$ cat src/rtl/sarrt_pkg.sv
// Notes on behaviour
// - Result is twelve bits, split high/low.
// - Result buffer ignores writes; reset value undefined.
// - Eight-bit mode: whole result in high byte.
// - Twelve-bit mode: high byte plus low nibble.
// - Result is straight unsigned binary of input.
// - Out-of-range input saturates to full or zero.
// - External bit set selects pin as reference.
// - Otherwise level field picks internal reference.
// - Shared pin is port/input zero unless external.
// - Conversion runs from start until end flag.
// - Twelve-bit conversion takes 64 converter clocks.
// - Eight-bit conversion takes 48 converter clocks.
// - Divider select: 16, 8, 1, 2.
// - Start bit clears itself at conversion end.
// - Completion sets end flag, interrupt flag, result.
package sarrt_pkg;

  // Register addresses on the plain register port.
  localparam logic [7:0] ADDR_REF_SEL   = 8'hAF;
  localparam logic [7:0] ADDR_RES_HIGH  = 8'hB2;
  localparam logic [7:0] ADDR_CLK_RES   = 8'hB3;
  localparam logic [7:0] ADDR_CTRL      = 8'hB4;
  localparam logic [7:0] ADDR_IRQ_STAT  = 8'hB5;
  localparam logic [7:0] ADDR_IRQ_MASK  = 8'hB6;

  // Field positions.
  localparam int POS_EXT_REF    = 7;
  localparam int POS_REF_LEVEL  = 0;
  localparam int POS_CLK_SEL_HI = 6;
  localparam int POS_RES_SEL    = 5;
  localparam int POS_CLK_SEL_LO = 4;
  localparam int POS_START      = 6;
  localparam int POS_EOC        = 5;
  localparam int POS_IRQ_DONE   = 0;

  // Reset values.
  localparam logic       RST_EXT_REF   = 1'b0;
  localparam logic [1:0] RST_REF_LEVEL = 2'h0;
  localparam logic [1:0] RST_CLK_SEL   = 2'h0;
  localparam logic       RST_RES_SEL   = 1'b0;
  localparam logic       RST_IRQ_MASK  = 1'b0;

  // Timing: one period is four converter clocks; sampling takes four periods.
  localparam logic [1:0] QUARTER_LAST   = 2'h3;
  localparam logic [4:0] SAMPLE_PERIODS = 5'h04;
  localparam logic [6:0] TICKS_12BIT    = 7'h40;
  localparam logic [6:0] TICKS_8BIT     = 7'h30;
  localparam logic [3:0] MSB_INDEX      = 4'hB;
  localparam logic [3:0] LSB_INDEX_12   = 4'h0;
  localparam logic [3:0] LSB_INDEX_8    = 4'h4;

  // Divider select codes.
  localparam logic [1:0] DIV_SEL_16 = 2'h0;
  localparam logic [1:0] DIV_SEL_8  = 2'h1;
  localparam logic [1:0] DIV_SEL_1  = 2'h2;
  localparam logic [1:0] DIV_SEL_2  = 2'h3;

  typedef enum logic [3:0] {
    ST_IDLE    = 4'h1,
    ST_SAMPLE  = 4'h2,
    ST_CONVERT = 4'h4,
    ST_DONE    = 4'h8
  } sarrt_fsm_t;

  typedef struct packed {
    logic [7:0] addr;
    logic [7:0] wdata;
    logic       wr;
    logic       rd;
  } sarrt_bus_req_t;

  typedef struct packed {
    logic        sample;
    logic [11:0] dac_code;
    logic        ext_ref;
    logic [1:0]  ref_level;
    logic        analog_input_zero_as_ref;
  } sarrt_analog_t;

  typedef struct packed {
    sarrt_fsm_t  fsm;
    logic        start;
    logic        eoc;
    logic        res12;
    logic        conv12;
    logic [1:0]  clk_sel;
    logic        ext_ref;
    logic [1:0]  ref_level;
    logic        irq_stat;
    logic        irq_mask;
    logic [7:0]  res_hi;
    logic [3:0]  res_lo;
    logic [11:0] sar;
    logic [3:0]  bit_idx;
    logic [1:0]  quarter;
    logic [4:0]  period;
    logic [7:0]  rdata;
  } sarrt_top_state_t;

  typedef struct packed {
    logic [4:0] cnt;
    logic       tick;
  } sarrt_div_state_t;

  typedef struct packed {
    logic s1;
    logic s2;
    logic s3;
    logic q;
  } sarrt_sync_state_t;

  // Division ratio of the converter clock for each select code.
  function automatic logic [4:0] sarrt_div_ratio(input logic [1:0] sel);
    logic [4:0] r;
    r = 5'h10;
    case (sel)
      DIV_SEL_16: r = 5'h10;
      DIV_SEL_8:  r = 5'h08;
      DIV_SEL_1:  r = 5'h01;
      DIV_SEL_2:  r = 5'h02;
      default:    r = 5'h10;
    endcase
    return r;
  endfunction : sarrt_div_ratio

endpackage : sarrt_pkg

$ cat src/rtl/sarrt_top.sv
// Strobed register access was left to the implementer.
`timescale 1ns/1ps
`default_nettype none
module sarrt_top (
  // Clock and reset.
  input  wire logic                     clk,
  input  wire logic                     nrst,
  // Register port.
  input  wire sarrt_pkg::sarrt_bus_req_t bus_req,
  output logic [7:0]                    bus_rdata,
  // Analog core.
  input  wire logic                     comp_ge,
  output var sarrt_pkg::sarrt_analog_t  ana_ctrl,
  // Interrupt.
  output logic                          irq
);
  import sarrt_pkg::*;

  sarrt_top_state_t st_reg;
  sarrt_top_state_t st_next;
  logic             adc_tick;
  logic             comp_sync;
  logic             busy;
  logic             period_end;
  logic [3:0]       lsb_idx;
  logic [3:0]       idx_dn;
  logic [7:0]       rd_mux;

  assign busy       = (st_reg.fsm == ST_SAMPLE) || (st_reg.fsm == ST_CONVERT);
  assign period_end = adc_tick && (st_reg.quarter == QUARTER_LAST);
  assign lsb_idx    = st_reg.conv12 ? LSB_INDEX_12 : LSB_INDEX_8;
  assign idx_dn     = 4'(st_reg.bit_idx - 4'h1);

  // Converter clock is an enable pulse, live only while converting.
  sarrt_clkdiv u_clkdiv (
    .clk      (clk),
    .nrst     (nrst),
    .run      (busy),
    .sel      (st_reg.clk_sel),
    .adc_tick (adc_tick)
  );

  // Comparator decision arrives from the analog core asynchronously.
  sarrt_sync u_sync (
    .clk      (clk),
    .nrst     (nrst),
    .async_in (comp_ge),
    .sync_out (comp_sync)
  );

  // Read multiplexer; reserved bits and unmapped addresses read zero.
  always_comb begin
    rd_mux = 8'h00;
    case (bus_req.addr)
      ADDR_REF_SEL: begin
        rd_mux[POS_EXT_REF]              = st_reg.ext_ref;
        rd_mux[POS_REF_LEVEL+1:POS_REF_LEVEL] = st_reg.ref_level;
      end
      ADDR_RES_HIGH: begin
        rd_mux = st_reg.res_hi;
      end
      ADDR_CLK_RES: begin
        rd_mux[POS_CLK_SEL_HI] = st_reg.clk_sel[1];
        rd_mux[POS_RES_SEL]    = st_reg.res12;
        rd_mux[POS_CLK_SEL_LO] = st_reg.clk_sel[0];
        rd_mux[3:0]            = st_reg.res_lo;
      end
      ADDR_CTRL: begin
        rd_mux[POS_START] = st_reg.start;
        rd_mux[POS_EOC]   = st_reg.eoc;
      end
      ADDR_IRQ_STAT: begin
        rd_mux[POS_IRQ_DONE] = st_reg.irq_stat;
      end
      ADDR_IRQ_MASK: begin
        rd_mux[POS_IRQ_DONE] = st_reg.irq_mask;
      end
      default: begin
        rd_mux = 8'h00;
      end
    endcase
  end

  // Next state: software writes first, so hardware events later in the block win.
  always_comb begin
    st_next       = st_reg;
    st_next.rdata = 8'h00;
    if (bus_req.rd) begin
      st_next.rdata = rd_mux;
    end
    if (bus_req.wr) begin
      case (bus_req.addr)
        ADDR_REF_SEL: begin
          st_next.ext_ref   = bus_req.wdata[POS_EXT_REF];
          st_next.ref_level = bus_req.wdata[POS_REF_LEVEL+1:POS_REF_LEVEL];
        end
        ADDR_CLK_RES: begin
          // Result nibble bits are read-only and dropped here.
          st_next.clk_sel = {bus_req.wdata[POS_CLK_SEL_HI], bus_req.wdata[POS_CLK_SEL_LO]};
          st_next.res12   = bus_req.wdata[POS_RES_SEL];
        end
        ADDR_CTRL: begin
          if (!bus_req.wdata[POS_EOC]) begin
            st_next.eoc = 1'b0;
          end
          // A start while busy is ignored; the running conversion is not disturbed.
          if (bus_req.wdata[POS_START] && (st_reg.fsm == ST_IDLE)) begin
            st_next.start   = 1'b1;
            st_next.eoc     = 1'b0;
            st_next.conv12  = st_reg.res12;
            st_next.fsm     = ST_SAMPLE;
            st_next.quarter = 2'h0;
            st_next.period  = 5'h00;
            st_next.sar     = 12'h000;
          end
        end
        ADDR_IRQ_STAT: begin
          if (bus_req.wdata[POS_IRQ_DONE]) begin
            st_next.irq_stat = 1'b0;
          end
        end
        ADDR_IRQ_MASK: begin
          st_next.irq_mask = bus_req.wdata[POS_IRQ_DONE];
        end
        default: begin
          st_next.irq_mask = st_next.irq_mask;
        end
      endcase
    end
    if (busy && adc_tick) begin
      st_next.quarter = 2'(st_reg.quarter + 2'h1);
    end
    case (st_reg.fsm)
      ST_IDLE: begin
        st_next.fsm = st_next.fsm;
      end
      ST_SAMPLE: begin
        if (period_end) begin
          st_next.period = 5'(st_reg.period + 5'h01);
          if (st_reg.period == 5'(SAMPLE_PERIODS - 5'h01)) begin
            st_next.fsm     = ST_CONVERT;
            st_next.bit_idx = MSB_INDEX;
            st_next.sar     = 12'h800;
          end
        end
      end
      ST_CONVERT: begin
        // One bit decided per period; 12 or 8 decisions after the sampling periods.
        if (period_end) begin
          if (!comp_sync) begin
            st_next.sar[st_reg.bit_idx] = 1'b0;
          end
          if (st_reg.bit_idx == lsb_idx) begin
            st_next.fsm = ST_DONE;
          end else begin
            st_next.bit_idx      = idx_dn;
            st_next.sar[idx_dn]  = 1'b1;
          end
        end
      end
      ST_DONE: begin
        // The buffer is loaded only here, so reads mid-conversion see the old result.
        st_next.res_hi   = st_reg.sar[11:4];
        st_next.res_lo   = st_reg.conv12 ? st_reg.sar[3:0] : 4'h0;
        st_next.eoc      = 1'b1;
        st_next.irq_stat = 1'b1;
        st_next.start    = 1'b0;
        st_next.fsm      = ST_IDLE;
      end
      default: begin
        st_next.fsm = ST_IDLE;
      end
    endcase
  end

  // State register; the result buffer is cleared only to keep simulation defined.
  always_ff @(posedge clk or negedge nrst) begin
    if (!nrst) begin
      st_reg           <= '0;
      st_reg.fsm       <= ST_IDLE;
      st_reg.ext_ref   <= RST_EXT_REF;
      st_reg.ref_level <= RST_REF_LEVEL;
      st_reg.clk_sel   <= RST_CLK_SEL;
      st_reg.res12     <= RST_RES_SEL;
      st_reg.irq_mask  <= RST_IRQ_MASK;
    end else begin
      st_reg <= st_next;
    end
  end

  // Outputs to the analog core and to software.
  assign ana_ctrl.sample      = (st_reg.fsm == ST_SAMPLE);
  assign ana_ctrl.dac_code    = st_reg.sar;
  assign ana_ctrl.ext_ref     = st_reg.ext_ref;
  assign ana_ctrl.ref_level   = st_reg.ref_level;
  assign ana_ctrl.analog_input_zero_as_ref = st_reg.ext_ref;
  assign bus_rdata            = st_reg.rdata;
  assign irq                  = st_reg.irq_stat && st_reg.irq_mask;

  // Helper logic for the checks below.
  logic [6:0] tick_cnt;
  logic [4:0] gap;
  logic       gap_valid;
  logic [1:0] sel_seen;
  logic       all_ge;
  logic       all_lt;

  always_ff @(posedge clk or negedge nrst) begin
    if (!nrst) begin
      tick_cnt  <= 7'h00;
      gap       <= 5'h00;
      gap_valid <= 1'b0;
      sel_seen  <= 2'h0;
      all_ge    <= 1'b0;
      all_lt    <= 1'b0;
    end else begin
      sel_seen <= st_reg.clk_sel;
      if (st_reg.fsm == ST_IDLE) begin
        tick_cnt <= 7'h00;
        all_ge   <= 1'b1;
        all_lt   <= 1'b1;
      end else if (adc_tick) begin
        tick_cnt <= 7'(tick_cnt + 7'h01);
      end
      if ((st_reg.fsm == ST_CONVERT) && period_end) begin
        all_ge <= all_ge && comp_sync;
        all_lt <= all_lt && !comp_sync;
      end
      gap <= adc_tick ? 5'h01 : 5'(gap + 5'h01);
      if (!busy || (sel_seen != st_reg.clk_sel)) begin
        gap_valid <= 1'b0;
      end else if (adc_tick) begin
        gap_valid <= 1'b1;
      end
    end
  end
endmodule : sarrt_top
`default_nettype wire

$ cat src/rtl/sarrt_clkdiv.sv
`timescale 1ns/1ps
`default_nettype none
module sarrt_clkdiv (
  // Clock and reset.
  input  wire logic       clk,
  input  wire logic       nrst,
  // Control.
  input  wire logic       run,
  input  wire logic [1:0] sel,
  // Converter clock enable.
  output logic            adc_tick
);
  import sarrt_pkg::*;

  sarrt_div_state_t st_reg;
  sarrt_div_state_t st_next;

  // Counter restarts whenever the converter idles, so every conversion starts aligned.
  always_comb begin
    st_next = st_reg;
    st_next.tick = 1'b0;
    if (!run) begin
      st_next.cnt = 5'h00;
    end else if (st_reg.cnt >= 5'(sarrt_div_ratio(sel) - 5'h01)) begin
      st_next.cnt  = 5'h00;
      st_next.tick = 1'b1;
    end else begin
      st_next.cnt = 5'(st_reg.cnt + 5'h01);
    end
  end

  // State register.
  always_ff @(posedge clk or negedge nrst) begin
    if (!nrst) begin
      st_reg <= '0;
    end else begin
      st_reg <= st_next;
    end
  end

  assign adc_tick = st_reg.tick;

endmodule : sarrt_clkdiv
`default_nettype wire

$ cat src/rtl/sarrt_sync.sv
`timescale 1ns/1ps
`default_nettype none
module sarrt_sync (
  // Clock and reset.
  input  wire logic clk,
  input  wire logic nrst,
  // Asynchronous level and its filtered copy.
  input  wire logic async_in,
  output logic      sync_out
);
  import sarrt_pkg::*;

  sarrt_sync_state_t st_reg;
  sarrt_sync_state_t st_next;
  logic              agreed;

  // A change counts only once the second and third stages agree.
  always_comb begin
    agreed     = (st_reg.s2 == st_reg.s3) ? st_reg.s3 : st_reg.q;
    st_next    = st_reg;
    st_next.s1 = async_in;
    st_next.s2 = st_reg.s1;
    st_next.s3 = st_reg.s2;
    st_next.q  = agreed;
  end

  // State register.
  always_ff @(posedge clk or negedge nrst) begin
    if (!nrst) begin
      st_reg <= '0;
    end else begin
      st_reg <= st_next;
    end
  end

  assign sync_out = agreed;

endmodule : sarrt_sync
`default_nettype wire

$ cat config.mk
export PLATFORM = sky130hd
export DESIGN_NAME = sarrt_top
export DESIGN_NICKNAME = d
export VERILOG_FILES = /design/src/rtl/sarrt_pkg.sv /design/src/rtl/sarrt_top.sv /design/src/rtl/sarrt_clkdiv.sv /design/src/rtl/sarrt_sync.sv
export SDC_FILE = /design/constraint.sdc
export NUM_CORES = 1
export LEC_CHECK = 0
export ABC_CLOCK_PERIOD_IN_PS = 2600
export BUFFER_PORTS_ARGS = -buffer_cell sky130_fd_sc_hd__buf_4
export CORE_UTILIZATION = 55
export DETAILED_ROUTE_END_ITERATION = 12
export HOLD_SLACK_MARGIN = 0.12
export PLACE_DENSITY = 0.81
export SYNTH_ARGS = -nofsm -noshare
export SYNTH_HDL_FRONTEND = slang
export SYNTH_SLANG_ARGS = --single-unit
$ cat constraint.sdc
create_clock -name clk -period 2.6 [get_ports clk]
set_input_delay 0.13 -clock clk [delete_from_list [all_inputs] [get_ports clk]]
set_output_delay 0.13 -clock clk [all_outputs]
set_load 0.005 [all_outputs]
==> results.md <==
- Final clock period utilization by the worst path: 80.52%
- Slew HR: 43.71%
- Largest net degree at the start of global routing: 69
- Post-synthesis sequential area ratio: 49.45%
- I/O pin count: 47
- Final setup fails: 0
- Setup TNS: 0 ns
- Layout cells sized above 1: 21.50%
- Yosys top cell by area: dfrtp_1
- Final Core Density: 65.73%
- P_leak: 1.857 nW
- Num CTS Buffers: 9
- Compound-Gate Fraction of Synth Area: 8.503%
- Combinational Power Share: 5.9%
- Detailed Routing Iterations Pass 1: 5
- Port-buffer cells: 44
- Peak VDD IR: 0.2358 mV
- Crit-path cells: or4b_1, nor4b_4, nand2_1, a32o_1
- HP Class: in -> reg
- Unrepaired setup endpoints after global routing: no
- Postcts setup bufs: 0
- Routed WL: 6611 um
- Clock Root Buffer: clkbuf_8
- Switch share: 24.18%
- Top post-synthesis cells by area: dfrtp_1, nand2_1, buf_4, ha_1, mux2_2
- Layout Cells excl Fill: 461
- Max clock buf depth: 2
- Clock share of power: 39.0%
- Remaining global-route overflow: 0
- Post-DP HPWL: 4558 um
- # clock sinks: 68
- WHS: 0.1739 ns
- First-pass GRT wire length: 11030 um
- Startpoint Class: register
- Main flop type after synthesis: dfrtp_1
- Row cnt: 28
- Initial antenna violation count: 0
- Worst-Skew Late Latency: 0.34 ns
- Main combinational cell family by area after synthesis: simple AND/OR/NAND/NOR gates
- Clock tree from TritonCTS: yes
- Cell Count Post-Placement: 435
- Slew at the pin with the worst max-slew slack: 0.8444 ns
- Worst Path Buf+Inv: 0
- Post-Syn Nets: 378
- Reg clk slew, reported paths: 0.07 ns
- Critical Path AT: 2.32 ns
- Inserted Diodes: 0
- FFs w/ async S/R, synth: 100.0%
- Post-synthesis mux area share: 5.015%
- Synth warnings: 0
- WP data required: 2.83 ns
- Slew Limit Fails: 0
- Setup CP Type: reg -> reg
- CP peak stage delay: 0.74 ns
- H-tree Lvls: 3
- Final hold vios: 0
- Core box area: 5991 um^2
- Die area: 6581 um^2
- Post-synth cell types: 48
- Initial Util: 57.48%
- DR vias/cell: 5.410
- CP max stage cell: or4b_1
- Max FO, Critical Path: 7
- DRC Markers: 0
- Psw: 0.4786 mW
- Synth Area in Simple Gates: 23.62%
- Vias in the first global route: 2458
- Die height: 81.13 um
- Status: finished, final reports clean
- Synth Register Bits: 68
- Syn avg cell area: 9.895 um^2
- Via count: 2494
- Fmax: 0.4777 GHz
- Max reg flops: 35
- Final ANT Viol Nets: 0
- Die Wd: 81.13 um
- Min Tclk post-route: 2.093 ns
- Maxcap violations: 0
- Synth Area in XOR/XNOR: 1.781%
- EDFF count, synth: 0
- Seq pwr share: 55.1%
- Post-Synth Adder-Cell Area: 3.561%
- CP endpoint kind: register
- Routability cong.: 0.8193
- Worst path top cell family by delay: simple AND/OR/NAND/NOR gates
- Total GRT Usage: 22.53%
- Synth Cell Area: 3443 um^2
- Fillers: 460
- Starting DRT DRC Count: 185
- # nets final: 411
- Mapped Cells: 348
- Area delta synth->final: 14.35%
- Int Power: 1.501 mW
- P per Cell Area: 502.7 nW/um^2
- Synth top area share: 48.69%
- Clk_skew: 0.007128 ns
- Routed WL per cell: 14.34 um
## layout make-up
cell class	count	area, um^2	share of cell area [%]
clock buffer	10	137.6	3.495
clock inverter	6	40.04	1.017
inverter	10	37.54	0.9533
multi-input combinational	235	1473	37.40
sequential	68	1703	43.25
tap	75	93.84	2.383
timing repair buffer	57	452.9	11.50
## cell usage after synthesis (2+ instances only)
cell type,n
nand2_1,69
dfrtp_1,67
nor2_1,25
buf_4,24
nand3_1,18
o21ai_0,11
inv_1,10
mux2_2,10
clkbuf_1,9
ha_1,9
nor3_1,9
a21oi_1,7
a22oi_1,6
a32o_1,6
and2_1,6
mux2i_1,6
nand4_1,6
xor2_1,5
nor2b_1,4
and3_1,3
o211ai_1,3
a21o_1,2
a32oi_1,2
buf_6,2
nand2b_1,2
nand3b_1,2
nor4_1,2
nor4_4,2
xnor2_1,2
## power groups by stage
stage / registers, mW / clock network [mW] / logic [mW]
4_1_cts: 1.09 / 0.790 / 0.120
6_report: 1.09 / 0.772 / 0.118
2_1_floorplan: 1.11 / 0 / 0.0516
3_3_place_gp: 1.11 / 0 / 0.103
5_1_grt: 1.09 / 0.836 / 0.132
3_5_place_dp: 1.11 / 0 / 0.107
## tightest hold or removal path, cell delays in order
cell and delay (ns):
buf_4 0.17, mux2i_1 0.09, nor2_1 0.08
## what timing repair did
| item | in CTS | in global routing |
|---|---|---|
| endpoints found under the hold margin | 84 | 0 |
| hold buffers | 10 | 0 |
| resized for setup | 0 | 0 |
## cells in the final DEF, fill, tap and decap left out, types with 2 or more instances in the layout
cell and n:
nand2_1 69, dfrtp_1 67, buf_4 47, nor2_1 25, nand3_1 18, o21ai_0 11, inv_1 10, mux2_2 10
clkbuf_8 10, dlygate4sd3_1 10, nor3_1 9, ha_1 9, a21oi_1 7, and2_1 6, nand4_1 6, mux2i_1 6
a22oi_1 6, a32o_1 6, xor2_1 5, nor2b_1 4, clkinvlp_4 4, o211ai_1 3, and3_1 3, nor4b_2 2
nand2b_1 2, a21o_1 2, xnor2_1 2, nor4_1 2, nand3b_1 2, nor4_4 2, a32oi_1 2, clkinv_2 2
## logic make-up after synthesis
| logic type | Yosys count |
|---|---|
| other cells | 1 |
| xor+xnor | 7 |
| buf+inv | 45 |
| simple gates | 160 |
| flops | 68 |
| mux | 16 |
| compound gates | 41 |
| fa+ha+maj | 10 |
## through the flow
stage / worst slack [ns] / power, mW / instance area [um^2]
3_3_place_gp: 0.5765 / 1.212 / 3660
2_1_floorplan: 0.6948 / 1.157 / 3443
5_1_grt: 0.3880 / 2.060 / 3938
6_report: 0.5065 / 1.980 / 3938
4_1_cts: 0.5091 / 1.999 / 3938
3_5_place_dp: 0.5247 / 1.217 / 3660
## routing by layer
metal  share of wire, %  GRT usage [%]
met5                  0              0
met4                1.5          12.32
met3                4.1          3.708
met2                 48          37.82
met1                 46          27.63
## final timing paths
| path | cells past startpoint | slack, ns | endpoint | startpoint |
|---|---|---|---|---|
| setup / recovery | 4 | 0.51 | ana_ctrl[12] | st_reg[55] |
| hold / removal | 3 | 0.17 | bus_rdata[4] | bus_req[10] |
| setup reg to reg | 4 | 0.51 | ana_ctrl[12] | st_reg[55] |
| hold reg to reg | 0 | 0.36 | u_sync.st_next[1] | u_sync.st_next[2] |
| max in group asynchronous | 2 | 1.61 | ana_ctrl[15] | nrst |
| min in group asynchronous | 2 | 0.43 | bus_rdata[7] | nrst |
Note: power is estimated with default switching activity, not from simulation.
